$ cat src/inc/riu_pkg.sv
// Constants shared by the reader interrupt flag and mask unit
package riu_pkg;

  localparam int unsigned DATA_W     = 32;
  localparam int unsigned ADDR_W     = 8;
  localparam int unsigned REG_W      = 8;
  localparam int unsigned IDX_W      = 6;
  localparam int unsigned FIFO_CNT_W = 7;

  // Register indices; the byte address is four times the index
  localparam logic [IDX_W-1:0] IDX_OP_CTRL     = 6'h02;
  localparam logic [IDX_W-1:0] IDX_MAIN_MASK   = 6'h14;
  localparam logic [IDX_W-1:0] IDX_TIMER_MASK  = 6'h15;
  localparam logic [IDX_W-1:0] IDX_ERR_MASK    = 6'h16;
  localparam logic [IDX_W-1:0] IDX_MAIN_FLAGS  = 6'h17;
  localparam logic [IDX_W-1:0] IDX_TIMER_FLAGS = 6'h18;
  localparam logic [IDX_W-1:0] IDX_ERR_FLAGS   = 6'h19;
  localparam logic [IDX_W-1:0] IDX_COMMAND     = 6'h30;

  localparam logic [REG_W-1:0]  MASK_RST        = 8'h00;
  localparam logic [REG_W-1:0]  FLAG_RST        = 8'h00;
  localparam logic [REG_W-1:0]  OP_CTRL_RST     = 8'h00;
  localparam logic [REG_W-1:0]  MAIN_MASK_USED  = 8'hfc;
  localparam logic [REG_W-1:0]  MAIN_FLAG_LATCH = 8'hfc;
  localparam logic [REG_W-1:0]  CMD_SET_DEFAULT = 8'hc1;
  localparam logic [DATA_W-1:0] RDATA_RST       = 32'h0000_0000;

  // Summary register bit positions
  localparam int unsigned MAIN_OSC = 7;
  localparam int unsigned MAIN_WL  = 6;
  localparam int unsigned MAIN_RXS = 5;
  localparam int unsigned MAIN_RXE = 4;
  localparam int unsigned MAIN_TXE = 3;
  localparam int unsigned MAIN_COL = 2;
  localparam int unsigned MAIN_TIM = 1;
  localparam int unsigned MAIN_ERR = 0;

  // Timer and field register bit positions
  localparam int unsigned TF_DCT  = 7;
  localparam int unsigned TF_NRE  = 6;
  localparam int unsigned TF_GPE  = 5;
  localparam int unsigned TF_EON  = 4;
  localparam int unsigned TF_EOF  = 3;
  localparam int unsigned TF_CAC  = 2;
  localparam int unsigned TF_CAT  = 1;
  localparam int unsigned TF_NFCT = 0;

  localparam int unsigned OPC_EN = 7;

  // FIFO water levels
  localparam logic [FIFO_CNT_W-1:0] WL_FULL  = 7'h50;
  localparam logic [FIFO_CNT_W-1:0] WL_EMPTY = 7'h10;

  // Guard time after own field switch-on
  localparam int unsigned CLK_PERIOD_NS = 40;
  localparam int unsigned GUARD_TIME_US = 5000;
  localparam int unsigned GUARD_CYC_DEF =
    (GUARD_TIME_US * 1000 + CLK_PERIOD_NS - 1) / CLK_PERIOD_NS;
  localparam int unsigned GUARD_CNT_W = 20;

endpackage : riu_pkg

$ cat src/inc/riu_flag_if.sv
// Set, clear and flag signals between the unit and one flag bank
`timescale 1ns/1ps
`default_nettype none
interface riu_flag_if;
  import riu_pkg::*;
  logic [REG_W-1:0] set;
  logic [REG_W-1:0] clr;
  logic             sdef;
  logic [REG_W-1:0] flags;

  modport bank (input set, input clr, input sdef, output flags);
  modport ctrl (output set, output clr, output sdef, input flags);
endinterface : riu_flag_if
`default_nettype wire

$ cat src/logic/riu_flag_bank.sv
// Eight sticky event flags with read clear and set-default clear
`timescale 1ns/1ps
`default_nettype none
module riu_flag_bank
  import riu_pkg::*;
(
  input  wire logic clk_i,
  input  wire logic rst_n_i,
  riu_flag_if.bank  fl
);

  logic [REG_W-1:0] flags_ff;
  logic [REG_W-1:0] nxt_flags;

  // Only bits that were returned by the read are cleared; a set wins
  always_comb begin
    if (fl.sdef) begin
      nxt_flags = FLAG_RST;
    end else begin
      nxt_flags = (flags_ff & ~fl.clr) | fl.set; // [RULE19]
    end
  end

  always_ff @(posedge clk_i) begin
    if (!rst_n_i) begin
      flags_ff <= FLAG_RST;
    end else begin
      flags_ff <= nxt_flags;
    end
  end

  assign fl.flags = flags_ff;

endmodule : riu_flag_bank
`default_nettype wire

$ cat src/logic/riu_guard_timer.sv
// Guard time counter started when the own field is switched on
`timescale 1ns/1ps
`default_nettype none
module riu_guard_timer
  import riu_pkg::*;
#(
  parameter int unsigned GUARD_CYC = GUARD_CYC_DEF
)(
  input  wire logic clk_i,
  input  wire logic rst_n_i,
  input  wire logic start_i,
  input  wire logic cancel_i,
  output logic      done_o
);

  typedef enum logic {GT_IDLE, GT_RUN} riu_gt_state_type;

  localparam logic [GUARD_CNT_W-1:0] CNT_LAST = GUARD_CNT_W'(GUARD_CYC - 1);
  localparam logic [GUARD_CNT_W-1:0] CNT_ZERO = '0;
  localparam logic [GUARD_CNT_W-1:0] CNT_ONE  = GUARD_CNT_W'(1);

  riu_gt_state_type       state_ff;
  riu_gt_state_type       nxt_state;
  logic [GUARD_CNT_W-1:0] cnt_ff;
  logic [GUARD_CNT_W-1:0] nxt_cnt;
  logic                   done_ff;
  logic                   nxt_done;

  // A new switch-on restarts the wait so the flag never comes early
  always_comb begin
    nxt_state = state_ff;
    nxt_cnt   = cnt_ff;
    nxt_done  = 1'b0;
    if (cancel_i) begin
      nxt_state = GT_IDLE;
      nxt_cnt   = CNT_ZERO;
    end else if (start_i) begin
      nxt_state = GT_RUN;
      nxt_cnt   = CNT_ZERO;
    end else begin
      unique case (state_ff)
        GT_IDLE: begin
          nxt_cnt = CNT_ZERO;
        end
        GT_RUN: begin
          if (cnt_ff == CNT_LAST) begin
            nxt_state = GT_IDLE;
            nxt_done  = 1'b1; // [RULE14]
          end else begin
            nxt_cnt = cnt_ff + CNT_ONE;
          end
        end
      endcase
    end
  end

  always_ff @(posedge clk_i) begin
    if (!rst_n_i) begin
      state_ff <= GT_IDLE;
      cnt_ff   <= CNT_ZERO;
      done_ff  <= 1'b0;
    end else begin
      state_ff <= nxt_state;
      cnt_ff   <= nxt_cnt;
      done_ff  <= nxt_done;
    end
  end

  assign done_o = done_ff;

endmodule : riu_guard_timer
`default_nettype wire

$ cat src/logic/riu_irq_unit.sv
// Interrupt flag and mask unit of a contactless reader front end
//
// Behaviour
// RULE1 - Error/wake-up mask register holds eight masks; 1 suppresses that source.
// RULE2 - Error/wake-up masks read zero after reset and after set-default.
// RULE3 - Summary register: osc, water level, rx start/end, tx end, collision, two groups.
// RULE4 - Oscillator flag sets when the enabled oscillator becomes stable.
// RULE5 - While receiving, water-level flag rises when FIFO is nearly full.
// RULE6 - While transmitting, water-level flag rises when FIFO is nearly empty.
// RULE7 - Summary bit 1 shows a pending timer/field event.
// RULE8 - Summary bit 0 shows a pending error or wake-up event.
// RULE9 - Reading the summary clears bits 7 to 2, never the group bits.
// RULE10 - Group bits clear only by reading their detail register, which clears too. Here masking the detail flag also drops them.
// RULE11 - Summary and timer/field flags clear at reset and set-default.
// RULE12 - Timer/field register: command, timers, field on/off, collision, guard, bit rate.
// RULE13 - Collision flag sets when external field appears during collision avoidance.
// RULE14 - Guard flag sets only after the minimum guard time following field-on.
// RULE15 - Main mask register holds six masks in bits 7..2; resets to zero.
// RULE16 - Timer/field mask register, one bit per flag; 1 masks; resets zero.
// RULE17 - Error/wake-up flag register, eight sources; cleared at reset.
// RULE18 - Interrupt output stays high while any unmasked flag is pending.
// RULE19 - An event in the cycle of a clearing read stays latched.
// RULE20 - Controller reads summary first, then detail registers for set groups.
//
// Design decision made here: register access over APB.
`timescale 1ns/1ps
`default_nettype none
module riu_irq_unit
  import riu_pkg::*;
#(
  parameter int unsigned GUARD_CYC = GUARD_CYC_DEF
)(
  input  wire logic                  clk_i,
  input  wire logic                  rst_n_i,
  input  wire logic                  psel_i,
  input  wire logic                  penable_i,
  input  wire logic                  pwrite_i,
  input  wire logic [ADDR_W-1:0]     paddr_i,
  input  wire logic [DATA_W-1:0]     pwdata_i,
  output logic      [DATA_W-1:0]     prdata_o,
  output logic                       pready_o,
  output logic                       pslverr_o,
  input  wire logic                  osc_stable_i,
  input  wire logic                  rx_active_i,
  input  wire logic                  tx_active_i,
  input  wire logic [FIFO_CNT_W-1:0] fifo_count_i,
  input  wire logic                  rx_start_i,
  input  wire logic                  rx_end_i,
  input  wire logic                  tx_end_i,
  input  wire logic                  bit_col_i,
  input  wire logic                  cmd_done_i,
  input  wire logic                  nrt_expire_i,
  input  wire logic                  gpt_expire_i,
  input  wire logic                  ext_field_i,
  input  wire logic                  ca_active_i,
  input  wire logic                  ca_field_on_i,
  input  wire logic                  bitrate_det_i,
  input  wire logic [REG_W-1:0]      err_wake_evt_i,
  output logic                       osc_en_o,
  output logic                       set_default_o,
  output logic                       irq_o
);

  function automatic logic addr_hit(input logic [ADDR_W-1:0] addr,
                                    input logic [IDX_W-1:0]  idx);
    addr_hit = (addr == {idx, 2'b00});
  endfunction : addr_hit

  function automatic logic [DATA_W-1:0] word(input logic [REG_W-1:0] val);
    word = {{(DATA_W - REG_W){1'b0}}, val};
  endfunction : word

  riu_flag_if main_fl ();
  riu_flag_if tf_fl ();
  riu_flag_if err_fl ();

  logic [DATA_W-1:0] prdata_ff;
  logic [DATA_W-1:0] nxt_prdata;
  logic              pready_ff;
  logic              nxt_pready;
  logic              pslverr_ff;
  logic              nxt_pslverr;
  logic [REG_W-1:0]  main_mask_ff;
  logic [REG_W-1:0]  nxt_main_mask;
  logic [REG_W-1:0]  tf_mask_ff;
  logic [REG_W-1:0]  nxt_tf_mask;
  logic [REG_W-1:0]  err_mask_ff;
  logic [REG_W-1:0]  nxt_err_mask;
  logic [REG_W-1:0]  op_ctrl_ff;
  logic [REG_W-1:0]  nxt_op_ctrl;
  logic              sdef_ff;
  logic              nxt_sdef;
  logic [REG_W-1:0]  snap_main_ff;
  logic [REG_W-1:0]  nxt_snap_main;
  logic [REG_W-1:0]  snap_tf_ff;
  logic [REG_W-1:0]  nxt_snap_tf;
  logic [REG_W-1:0]  snap_err_ff;
  logic [REG_W-1:0]  nxt_snap_err;
  logic              osc_prev_ff;
  logic              wl_prev_ff;
  logic              field_prev_ff;
  logic              cac_prev_ff;
  logic              irq_ff;
  logic              nxt_irq;

  logic              setup;
  logic              access_done;
  logic              wr_done;
  logic              hit_any;
  logic              wl_cond;
  logic              cac_cond;
  logic              guard_done;
  logic              grp_tim;
  logic              grp_err;
  logic [REG_W-1:0]  summary;
  logic [REG_W-1:0]  wr_byte;

  riu_flag_bank u_main_bank (
    .clk_i   (clk_i),
    .rst_n_i (rst_n_i),
    .fl      (main_fl.bank)
  );

  riu_flag_bank u_tf_bank (
    .clk_i   (clk_i),
    .rst_n_i (rst_n_i),
    .fl      (tf_fl.bank)
  );

  riu_flag_bank u_err_bank (
    .clk_i   (clk_i),
    .rst_n_i (rst_n_i),
    .fl      (err_fl.bank)
  );

  riu_guard_timer #(
    .GUARD_CYC (GUARD_CYC)
  ) u_guard (
    .clk_i    (clk_i),
    .rst_n_i  (rst_n_i),
    .start_i  (ca_field_on_i),
    .cancel_i (sdef_ff),
    .done_o   (guard_done)
  );

  // Bus phase decode; the slave answers one cycle after setup
  assign setup       = psel_i & ~penable_i;
  assign access_done = psel_i & penable_i & pready_ff;
  assign wr_done     = access_done & pwrite_i;
  assign wr_byte     = pwdata_i[REG_W-1:0];

  assign hit_any = addr_hit(paddr_i, IDX_OP_CTRL)     |
                   addr_hit(paddr_i, IDX_MAIN_MASK)   |
                   addr_hit(paddr_i, IDX_TIMER_MASK)  |
                   addr_hit(paddr_i, IDX_ERR_MASK)    |
                   addr_hit(paddr_i, IDX_MAIN_FLAGS)  |
                   addr_hit(paddr_i, IDX_TIMER_FLAGS) |
                   addr_hit(paddr_i, IDX_ERR_FLAGS)   |
                   addr_hit(paddr_i, IDX_COMMAND);

  // Group bits follow the unmasked detail flags, so reading the detail
  // register, masking the flag or set-default drops them
  assign grp_tim = |(tf_fl.flags & ~tf_mask_ff);   // [RULE7] [RULE10]
  assign grp_err = |(err_fl.flags & ~err_mask_ff); // [RULE8] [RULE10]

  always_comb begin
    summary           = main_fl.flags & MAIN_FLAG_LATCH; // [RULE3]
    summary[MAIN_TIM] = grp_tim;
    summary[MAIN_ERR] = grp_err;
  end

  // Read data is captured in setup and stands through the access phase
  always_comb begin
    nxt_pready  = setup;
    nxt_pslverr = setup & ~hit_any;
    nxt_prdata  = prdata_ff;
    if (setup) begin
      nxt_prdata = RDATA_RST;
      if (!pwrite_i) begin
        if (addr_hit(paddr_i, IDX_OP_CTRL)) begin
          nxt_prdata = word(op_ctrl_ff);
        end
        if (addr_hit(paddr_i, IDX_MAIN_MASK)) begin
          nxt_prdata = word(main_mask_ff);
        end
        if (addr_hit(paddr_i, IDX_TIMER_MASK)) begin
          nxt_prdata = word(tf_mask_ff);
        end
        if (addr_hit(paddr_i, IDX_ERR_MASK)) begin
          nxt_prdata = word(err_mask_ff);
        end
        if (addr_hit(paddr_i, IDX_MAIN_FLAGS)) begin
          nxt_prdata = word(summary);
        end
        if (addr_hit(paddr_i, IDX_TIMER_FLAGS)) begin
          nxt_prdata = word(tf_fl.flags);
        end
        if (addr_hit(paddr_i, IDX_ERR_FLAGS)) begin
          nxt_prdata = word(err_fl.flags);
        end
      end
    end
  end

  // Remember exactly what a read returned; only those bits are cleared,
  // so an event landing after the capture is kept
  always_comb begin
    nxt_snap_main = snap_main_ff;
    nxt_snap_tf   = snap_tf_ff;
    nxt_snap_err  = snap_err_ff;
    if (setup) begin
      nxt_snap_main = FLAG_RST;
      nxt_snap_tf   = FLAG_RST;
      nxt_snap_err  = FLAG_RST;
      if (!pwrite_i && addr_hit(paddr_i, IDX_MAIN_FLAGS)) begin
        nxt_snap_main = summary & MAIN_FLAG_LATCH; // [RULE9]
      end
      if (!pwrite_i && addr_hit(paddr_i, IDX_TIMER_FLAGS)) begin
        nxt_snap_tf = tf_fl.flags; // [RULE10]
      end
      if (!pwrite_i && addr_hit(paddr_i, IDX_ERR_FLAGS)) begin
        nxt_snap_err = err_fl.flags; // [RULE10]
      end
    end
  end

  always_comb begin
    main_fl.clr = FLAG_RST;
    tf_fl.clr   = FLAG_RST;
    err_fl.clr  = FLAG_RST;
    if (access_done && !pwrite_i) begin
      main_fl.clr = snap_main_ff; // [RULE9]
      tf_fl.clr   = snap_tf_ff;
      err_fl.clr  = snap_err_ff;
    end
  end

  assign main_fl.sdef = sdef_ff; // [RULE11]
  assign tf_fl.sdef   = sdef_ff; // [RULE11]
  assign err_fl.sdef  = sdef_ff; // [RULE17]

  // Software-written registers; set-default lands one cycle after the write
  always_comb begin
    nxt_sdef      = wr_done & addr_hit(paddr_i, IDX_COMMAND) &
                    (wr_byte == CMD_SET_DEFAULT);
    nxt_main_mask = main_mask_ff;
    nxt_tf_mask   = tf_mask_ff;
    nxt_err_mask  = err_mask_ff;
    nxt_op_ctrl   = op_ctrl_ff;
    if (sdef_ff) begin
      nxt_main_mask = MASK_RST; // [RULE15]
      nxt_tf_mask   = MASK_RST; // [RULE16]
      nxt_err_mask  = MASK_RST; // [RULE2]
      nxt_op_ctrl   = OP_CTRL_RST;
    end else if (wr_done) begin
      if (addr_hit(paddr_i, IDX_MAIN_MASK)) begin
        nxt_main_mask = wr_byte & MAIN_MASK_USED; // [RULE15]
      end
      if (addr_hit(paddr_i, IDX_TIMER_MASK)) begin
        nxt_tf_mask = wr_byte; // [RULE16]
      end
      if (addr_hit(paddr_i, IDX_ERR_MASK)) begin
        nxt_err_mask = wr_byte; // [RULE1]
      end
      if (addr_hit(paddr_i, IDX_OP_CTRL)) begin
        nxt_op_ctrl = wr_byte;
      end
    end
  end

  // Level events are turned into one-cycle sets on their rising edge, field off on its falling edge
  assign wl_cond  = (rx_active_i & (fifo_count_i >= WL_FULL)) |  // [RULE5]
                    (tx_active_i & (fifo_count_i <= WL_EMPTY));  // [RULE6]
  assign cac_cond = ca_active_i & ext_field_i; // [RULE13]

  always_comb begin
    main_fl.set           = FLAG_RST;
    main_fl.set[MAIN_OSC] = op_ctrl_ff[OPC_EN] & osc_stable_i & ~osc_prev_ff; // [RULE4]
    main_fl.set[MAIN_WL]  = wl_cond & ~wl_prev_ff; // [RULE5] [RULE6]
    main_fl.set[MAIN_RXS] = rx_start_i;
    main_fl.set[MAIN_RXE] = rx_end_i;
    main_fl.set[MAIN_TXE] = tx_end_i;
    main_fl.set[MAIN_COL] = bit_col_i;
  end

  always_comb begin
    tf_fl.set          = FLAG_RST;
    tf_fl.set[TF_DCT]  = cmd_done_i; // [RULE12]
    tf_fl.set[TF_NRE]  = nrt_expire_i;
    tf_fl.set[TF_GPE]  = gpt_expire_i;
    tf_fl.set[TF_EON]  = ext_field_i & ~field_prev_ff;
    tf_fl.set[TF_EOF]  = ~ext_field_i & field_prev_ff;
    tf_fl.set[TF_CAC]  = cac_cond & ~cac_prev_ff; // [RULE13]
    tf_fl.set[TF_CAT]  = guard_done; // [RULE14]
    tf_fl.set[TF_NFCT] = bitrate_det_i;
  end

  assign err_fl.set = err_wake_evt_i; // [RULE17]

  // Masked flags still latch and show in their register; they stay
  // off the request line and out of the summary group bits
  always_comb begin
    nxt_irq = (|(main_fl.flags & ~main_mask_ff & MAIN_FLAG_LATCH)) |
              grp_tim | grp_err; // [RULE18] [RULE1] [RULE16]
  end

  always_ff @(posedge clk_i) begin
    if (!rst_n_i) begin
      prdata_ff  <= RDATA_RST;
      pready_ff  <= 1'b0;
      pslverr_ff <= 1'b0;
    end else begin
      prdata_ff  <= nxt_prdata;
      pready_ff  <= nxt_pready;
      pslverr_ff <= nxt_pslverr;
    end
  end

  always_ff @(posedge clk_i) begin
    if (!rst_n_i) begin
      snap_main_ff <= FLAG_RST;
      snap_tf_ff   <= FLAG_RST;
      snap_err_ff  <= FLAG_RST;
    end else begin
      snap_main_ff <= nxt_snap_main;
      snap_tf_ff   <= nxt_snap_tf;
      snap_err_ff  <= nxt_snap_err;
    end
  end

  always_ff @(posedge clk_i) begin
    if (!rst_n_i) begin
      main_mask_ff <= MASK_RST;
      tf_mask_ff   <= MASK_RST;
      err_mask_ff  <= MASK_RST; // [RULE2]
      op_ctrl_ff   <= OP_CTRL_RST;
      sdef_ff      <= 1'b0;
    end else begin
      main_mask_ff <= nxt_main_mask;
      tf_mask_ff   <= nxt_tf_mask;
      err_mask_ff  <= nxt_err_mask;
      op_ctrl_ff   <= nxt_op_ctrl;
      sdef_ff      <= nxt_sdef;
    end
  end

  always_ff @(posedge clk_i) begin
    if (!rst_n_i) begin
      osc_prev_ff   <= 1'b0;
      wl_prev_ff    <= 1'b0;
      field_prev_ff <= 1'b0;
      cac_prev_ff   <= 1'b0;
      irq_ff        <= 1'b0;
    end else begin
      osc_prev_ff   <= osc_stable_i;
      wl_prev_ff    <= wl_cond;
      field_prev_ff <= ext_field_i;
      cac_prev_ff   <= cac_cond;
      irq_ff        <= nxt_irq;
    end
  end

  assign prdata_o      = prdata_ff;
  assign pready_o      = pready_ff;
  assign pslverr_o     = pslverr_ff;
  assign osc_en_o      = op_ctrl_ff[OPC_EN];
  assign set_default_o = sdef_ff;
  assign irq_o         = irq_ff;

endmodule : riu_irq_unit
`default_nettype wire

$ cat config.mk
export PLATFORM = sky130hd
export DESIGN_NAME = riu_irq_unit
export DESIGN_NICKNAME = d
export VERILOG_FILES = /design/src/inc/riu_pkg.sv /design/src/inc/riu_flag_if.sv /design/src/logic/riu_flag_bank.sv /design/src/logic/riu_guard_timer.sv /design/src/logic/riu_irq_unit.sv
export SDC_FILE = /design/constraint.sdc
export NUM_CORES = 1
export LEC_CHECK = 0
export ABC_AREA = 1
export ABC_CLOCK_PERIOD_IN_PS = 3700
export BUFFER_PORTS_ARGS = -buffer_cell sky130_fd_sc_hd__buf_2
export CORE_UTILIZATION = 40
export DETAILED_ROUTE_END_ITERATION = 16
export SKIP_LAST_GASP = 1
export SLEW_MARGIN = 5
export SYNTH_ARGS = -nofsm -noshare
export SYNTH_HDL_FRONTEND = slang
export SYNTH_SLANG_ARGS = --single-unit
$ cat constraint.sdc
create_clock -name clk_i -period 3.7 [get_ports clk_i]
set_input_delay 0.555 -clock clk_i [delete_from_list [all_inputs] [get_ports clk_i]]
set_output_delay 0.555 -clock clk_i [all_outputs]
set_load 0.005 [all_outputs]
==> results.tsv <==
stage	metric	value	unit
timing	post-route-period-util	0.560	
yosys	synthAdderAreaFrac	0.00232	
place	io_buffers	62	
place	place_congestion	0.873	
floorplanning	ios	111	
yosys	synthFlopType	dfxtp_1	
final_layout	finalNetCount	900	
route	viasPerCell	4.99	
yosys	avgSynthCellArea	7.02	sq um
yosys	synthXorXnorAreaFrac	0.00162	
critical_path	critPathArrivalTime	2.33	ns
final_layout	drive_gt1_frac	0.133	
timing	drv_slew	0	
critical_path	crit_path_end_kind	flip-flop	
critical_path	worst_ep_required_time	3.96	ns
critical_path	slowest_stage	nor2_1	
clocking	htree_num_levels	3	
critical_path	slowest_delay	0.49	ns
floorplanning	die-area	14000	sq um
yosys	synth_simple_gate_area_share	0.262	
route	dr.pass1.iters	5	
yosys	synthMuxAreaShare	0	
place	post-place-ws	1.30	ns
timing	setup_tns	0	ns
route	routed_wl	14000	um
yosys	synthCells	769	
status	outcome	finished, final reports clean	
critical_path	path_common_cell	nor2_1	
pwr	peakVddDrop	0.205	mV
yosys	ys_ff_latch	112	
clocking	holdBufCountCts	0	
timing	setup_viol	0	
route	antenna_left	0	
route	vias	5016	
route	drt_iter0_drc	274	
final_layout	n_antenna_cell	0	
floorplanning	rows	42	
critical_path	worstPathCellList	buf_2 > inv_1 > nand2_1 > nor2_4 > nand2_1 > nor2_1 > inv_1 > nor2_1 > nor2_1	
timing	finalClockSkew	0.00993	ns
pwr	power	0.00241	W
critical_path	critPathLaunchType	input port	
timing	worst_slew_pin_slew	0.605	ns
global_route	grt_use_total	0.210	
global_route	grt_max_degree	29	
yosys	netlist_area	5400	sq um
pwr	p_leak	2.53	nW
timing	fin_ws	1.63	ns
timing	rsz0062_at_grt	false	
yosys	synth_top_family_by_area	simple AND/OR/NAND/NOR gates	
yosys	synth_compound_area_frac	0.182	
floorplanning	die_w	118	um
floorplanning	initial_core_util	0.409	
yosys	synth_sequential_area_ratio	0.415	
route	wl_per_cell	13.9	um
hold_path	hold_path.class	in2reg	
final_layout	area_growth	12.2	%
global_route	grt_pass1_wl	23300	um
route	drc	0	
floorplanning	die_h	118	um
global_route	grt-ovfl-total	0	
timing	hold_viol_final	0	
timing	min_period	2.07	ns
clocking	clk_latency	0.36	ns
clocking	ctsResizeCount	0	
yosys	ys_types	40	
timing	fmax	0.483	GHz
yosys	async_reset_ff_frac	0	
global_route	first_global_vias	4771	
clocking	cts_tree	done	
run	max_cap_viol_count	0	
yosys	yosysWarnings	0	
critical_path	critPathMaxFanout	19	
clocking	clock_path_buffers	2	
place	dp_hpwl	10100	um
pwr	powerDensity	398	nW/um^2
clocking	root_buffer	clkbuf_16	
critical_path	critPathKind	in2reg	
clocking	cts_sinks	112	
timing	relSlewSlack	0.595	
yosys	synth_edf_count	0	
clocking	postCtsSetupRepairBufs	0	
critical_path	crit_buf_inv	3	
clocking	cts_buffers	9	
critical_path	cp_top_family	simple AND/OR/NAND/NOR gates	
clocking	clk_pin_slew	0.08	ns
floorplanning	coreArea	13200	sq um
global_route	antenna_found_initial	0	
-- worst min-delay path: cells and delay by family --
family | cells | cell delay [ns]
simple gates | 1 | 0.06
buf+inv | 2 | 0.14
-- flip-flops by register name, indices dropped and copies added (netlist names), 8 cells and up --
signal / count
prdata_o: 8
snap_err_ff: 8
op_ctrl_ff: 8
snap_tf_ff: 8
u_tf_bank.fl.flags: 8
u_err_bank.fl.flags: 8
err_mask_ff: 8
u_guard.cnt_ff: 20
tf_mask_ff: 8
-- cell type report --
class                   instances  area [sq um]
well taps                     176           220
multi-input cells             517          2500
flip-flops and latches        112          2240
fillers                      1422          7130
repair buffers                 67           348
inverters                     118           445
clock buffers                  10           229
clock inverters                 6          67.6
-- per-stage QoR --
stage	hold slack, ns	cells	util	instance area (sq um)
floorplan	0.415	792	-	5490
global placement	0.450	990	0.437	5760
detailed placement	0.451	990	0.437	5760
CTS	0.416	1006	0.459	6060
global route	0.427	1006	0.459	6060
finish	0.423	1006	0.459	6060
-- routing by layer --
metal | GRT usage | vias to the layer above | wire [um]
met1 | 0.283 | 2279 | 6900
li1 | - | 2573 | -
met2 | 0.338 | 150 | 6210
met3 | 0.0396 | 14 | 659
met5 | 0 | - | 0
met4 | 0.0697 | 0 | 189
-- where the power goes --
group	internal [W]	switching [W]	total [W]
Combinational	0.0000593	0.000111	0.000170
Sequential	0.00123	0.0000235	0.00126
Clock	0.000528	0.000455	0.000984
-- cells in the mapped netlist (3+ instances only) --
cell        n  area share
nand2_1   127       0.088
dfxtp_1   112        0.42
inv_1     110       0.076
a21oi_1    92       0.085
o21ai_0    76       0.070
nand3_1    65       0.060
nor2_1     63       0.044
buf_4      28       0.039
nand4_1    10       0.012
nor3_1     10      0.0093
clkbuf_1    8      0.0056
nor2_4      8       0.017
a211oi_1    7      0.0097
inv_2       6      0.0042
buf_2       4      0.0037
nor4_1      4      0.0046
o21ai_1     4      0.0037
buf_1       3      0.0021
-- cell families after synthesis --
group	count (synthesis)
AO/OA/AOI/OAI	188
XOR/XNOR	1
adder cells (fa/ha/maj)	1
buffers and inverters	163
flip-flops	112
other	1
AND/OR/NAND/NOR	303
-- final timing paths --
kind / from / to / slack, ns / cells after the start
worst min register to register: u_guard.done_o / u_tf_bank.fl.flags[1] / 0.46 / 2
worst max register to register: u_guard.cnt_ff[0] / u_guard.cnt_ff[10] / 1.85 / 6
worst max-delay path: paddr_i[1] / op_ctrl_ff[1] / 1.63 / 9
worst min-delay path: ext_field_i / field_prev_ff / 0.42 / 3
-- cells in the final DEF, fill, tap and decap left out, drive strengths merged, types with 2 or more instances in the layout --
master	netlist	layout
nand2	129	129
inv	117	118
dfxtp	112	112
a21oi	92	92
o21ai	80	80
nor2	74	74
buf	37	67
nand3	65	65
conb	1	24
nor3	12	12
nand4	11	11
clkbuf	8	10
a211oi	7	7
nor4	5	5
clkinv	1	3
a31o	2	2
or2	2	2
a31oi	2	2
a21o	2	2
and2	2	2
nand3b	2	2
clkinvlp	0	2
Power figures use the tool's default switching activity.
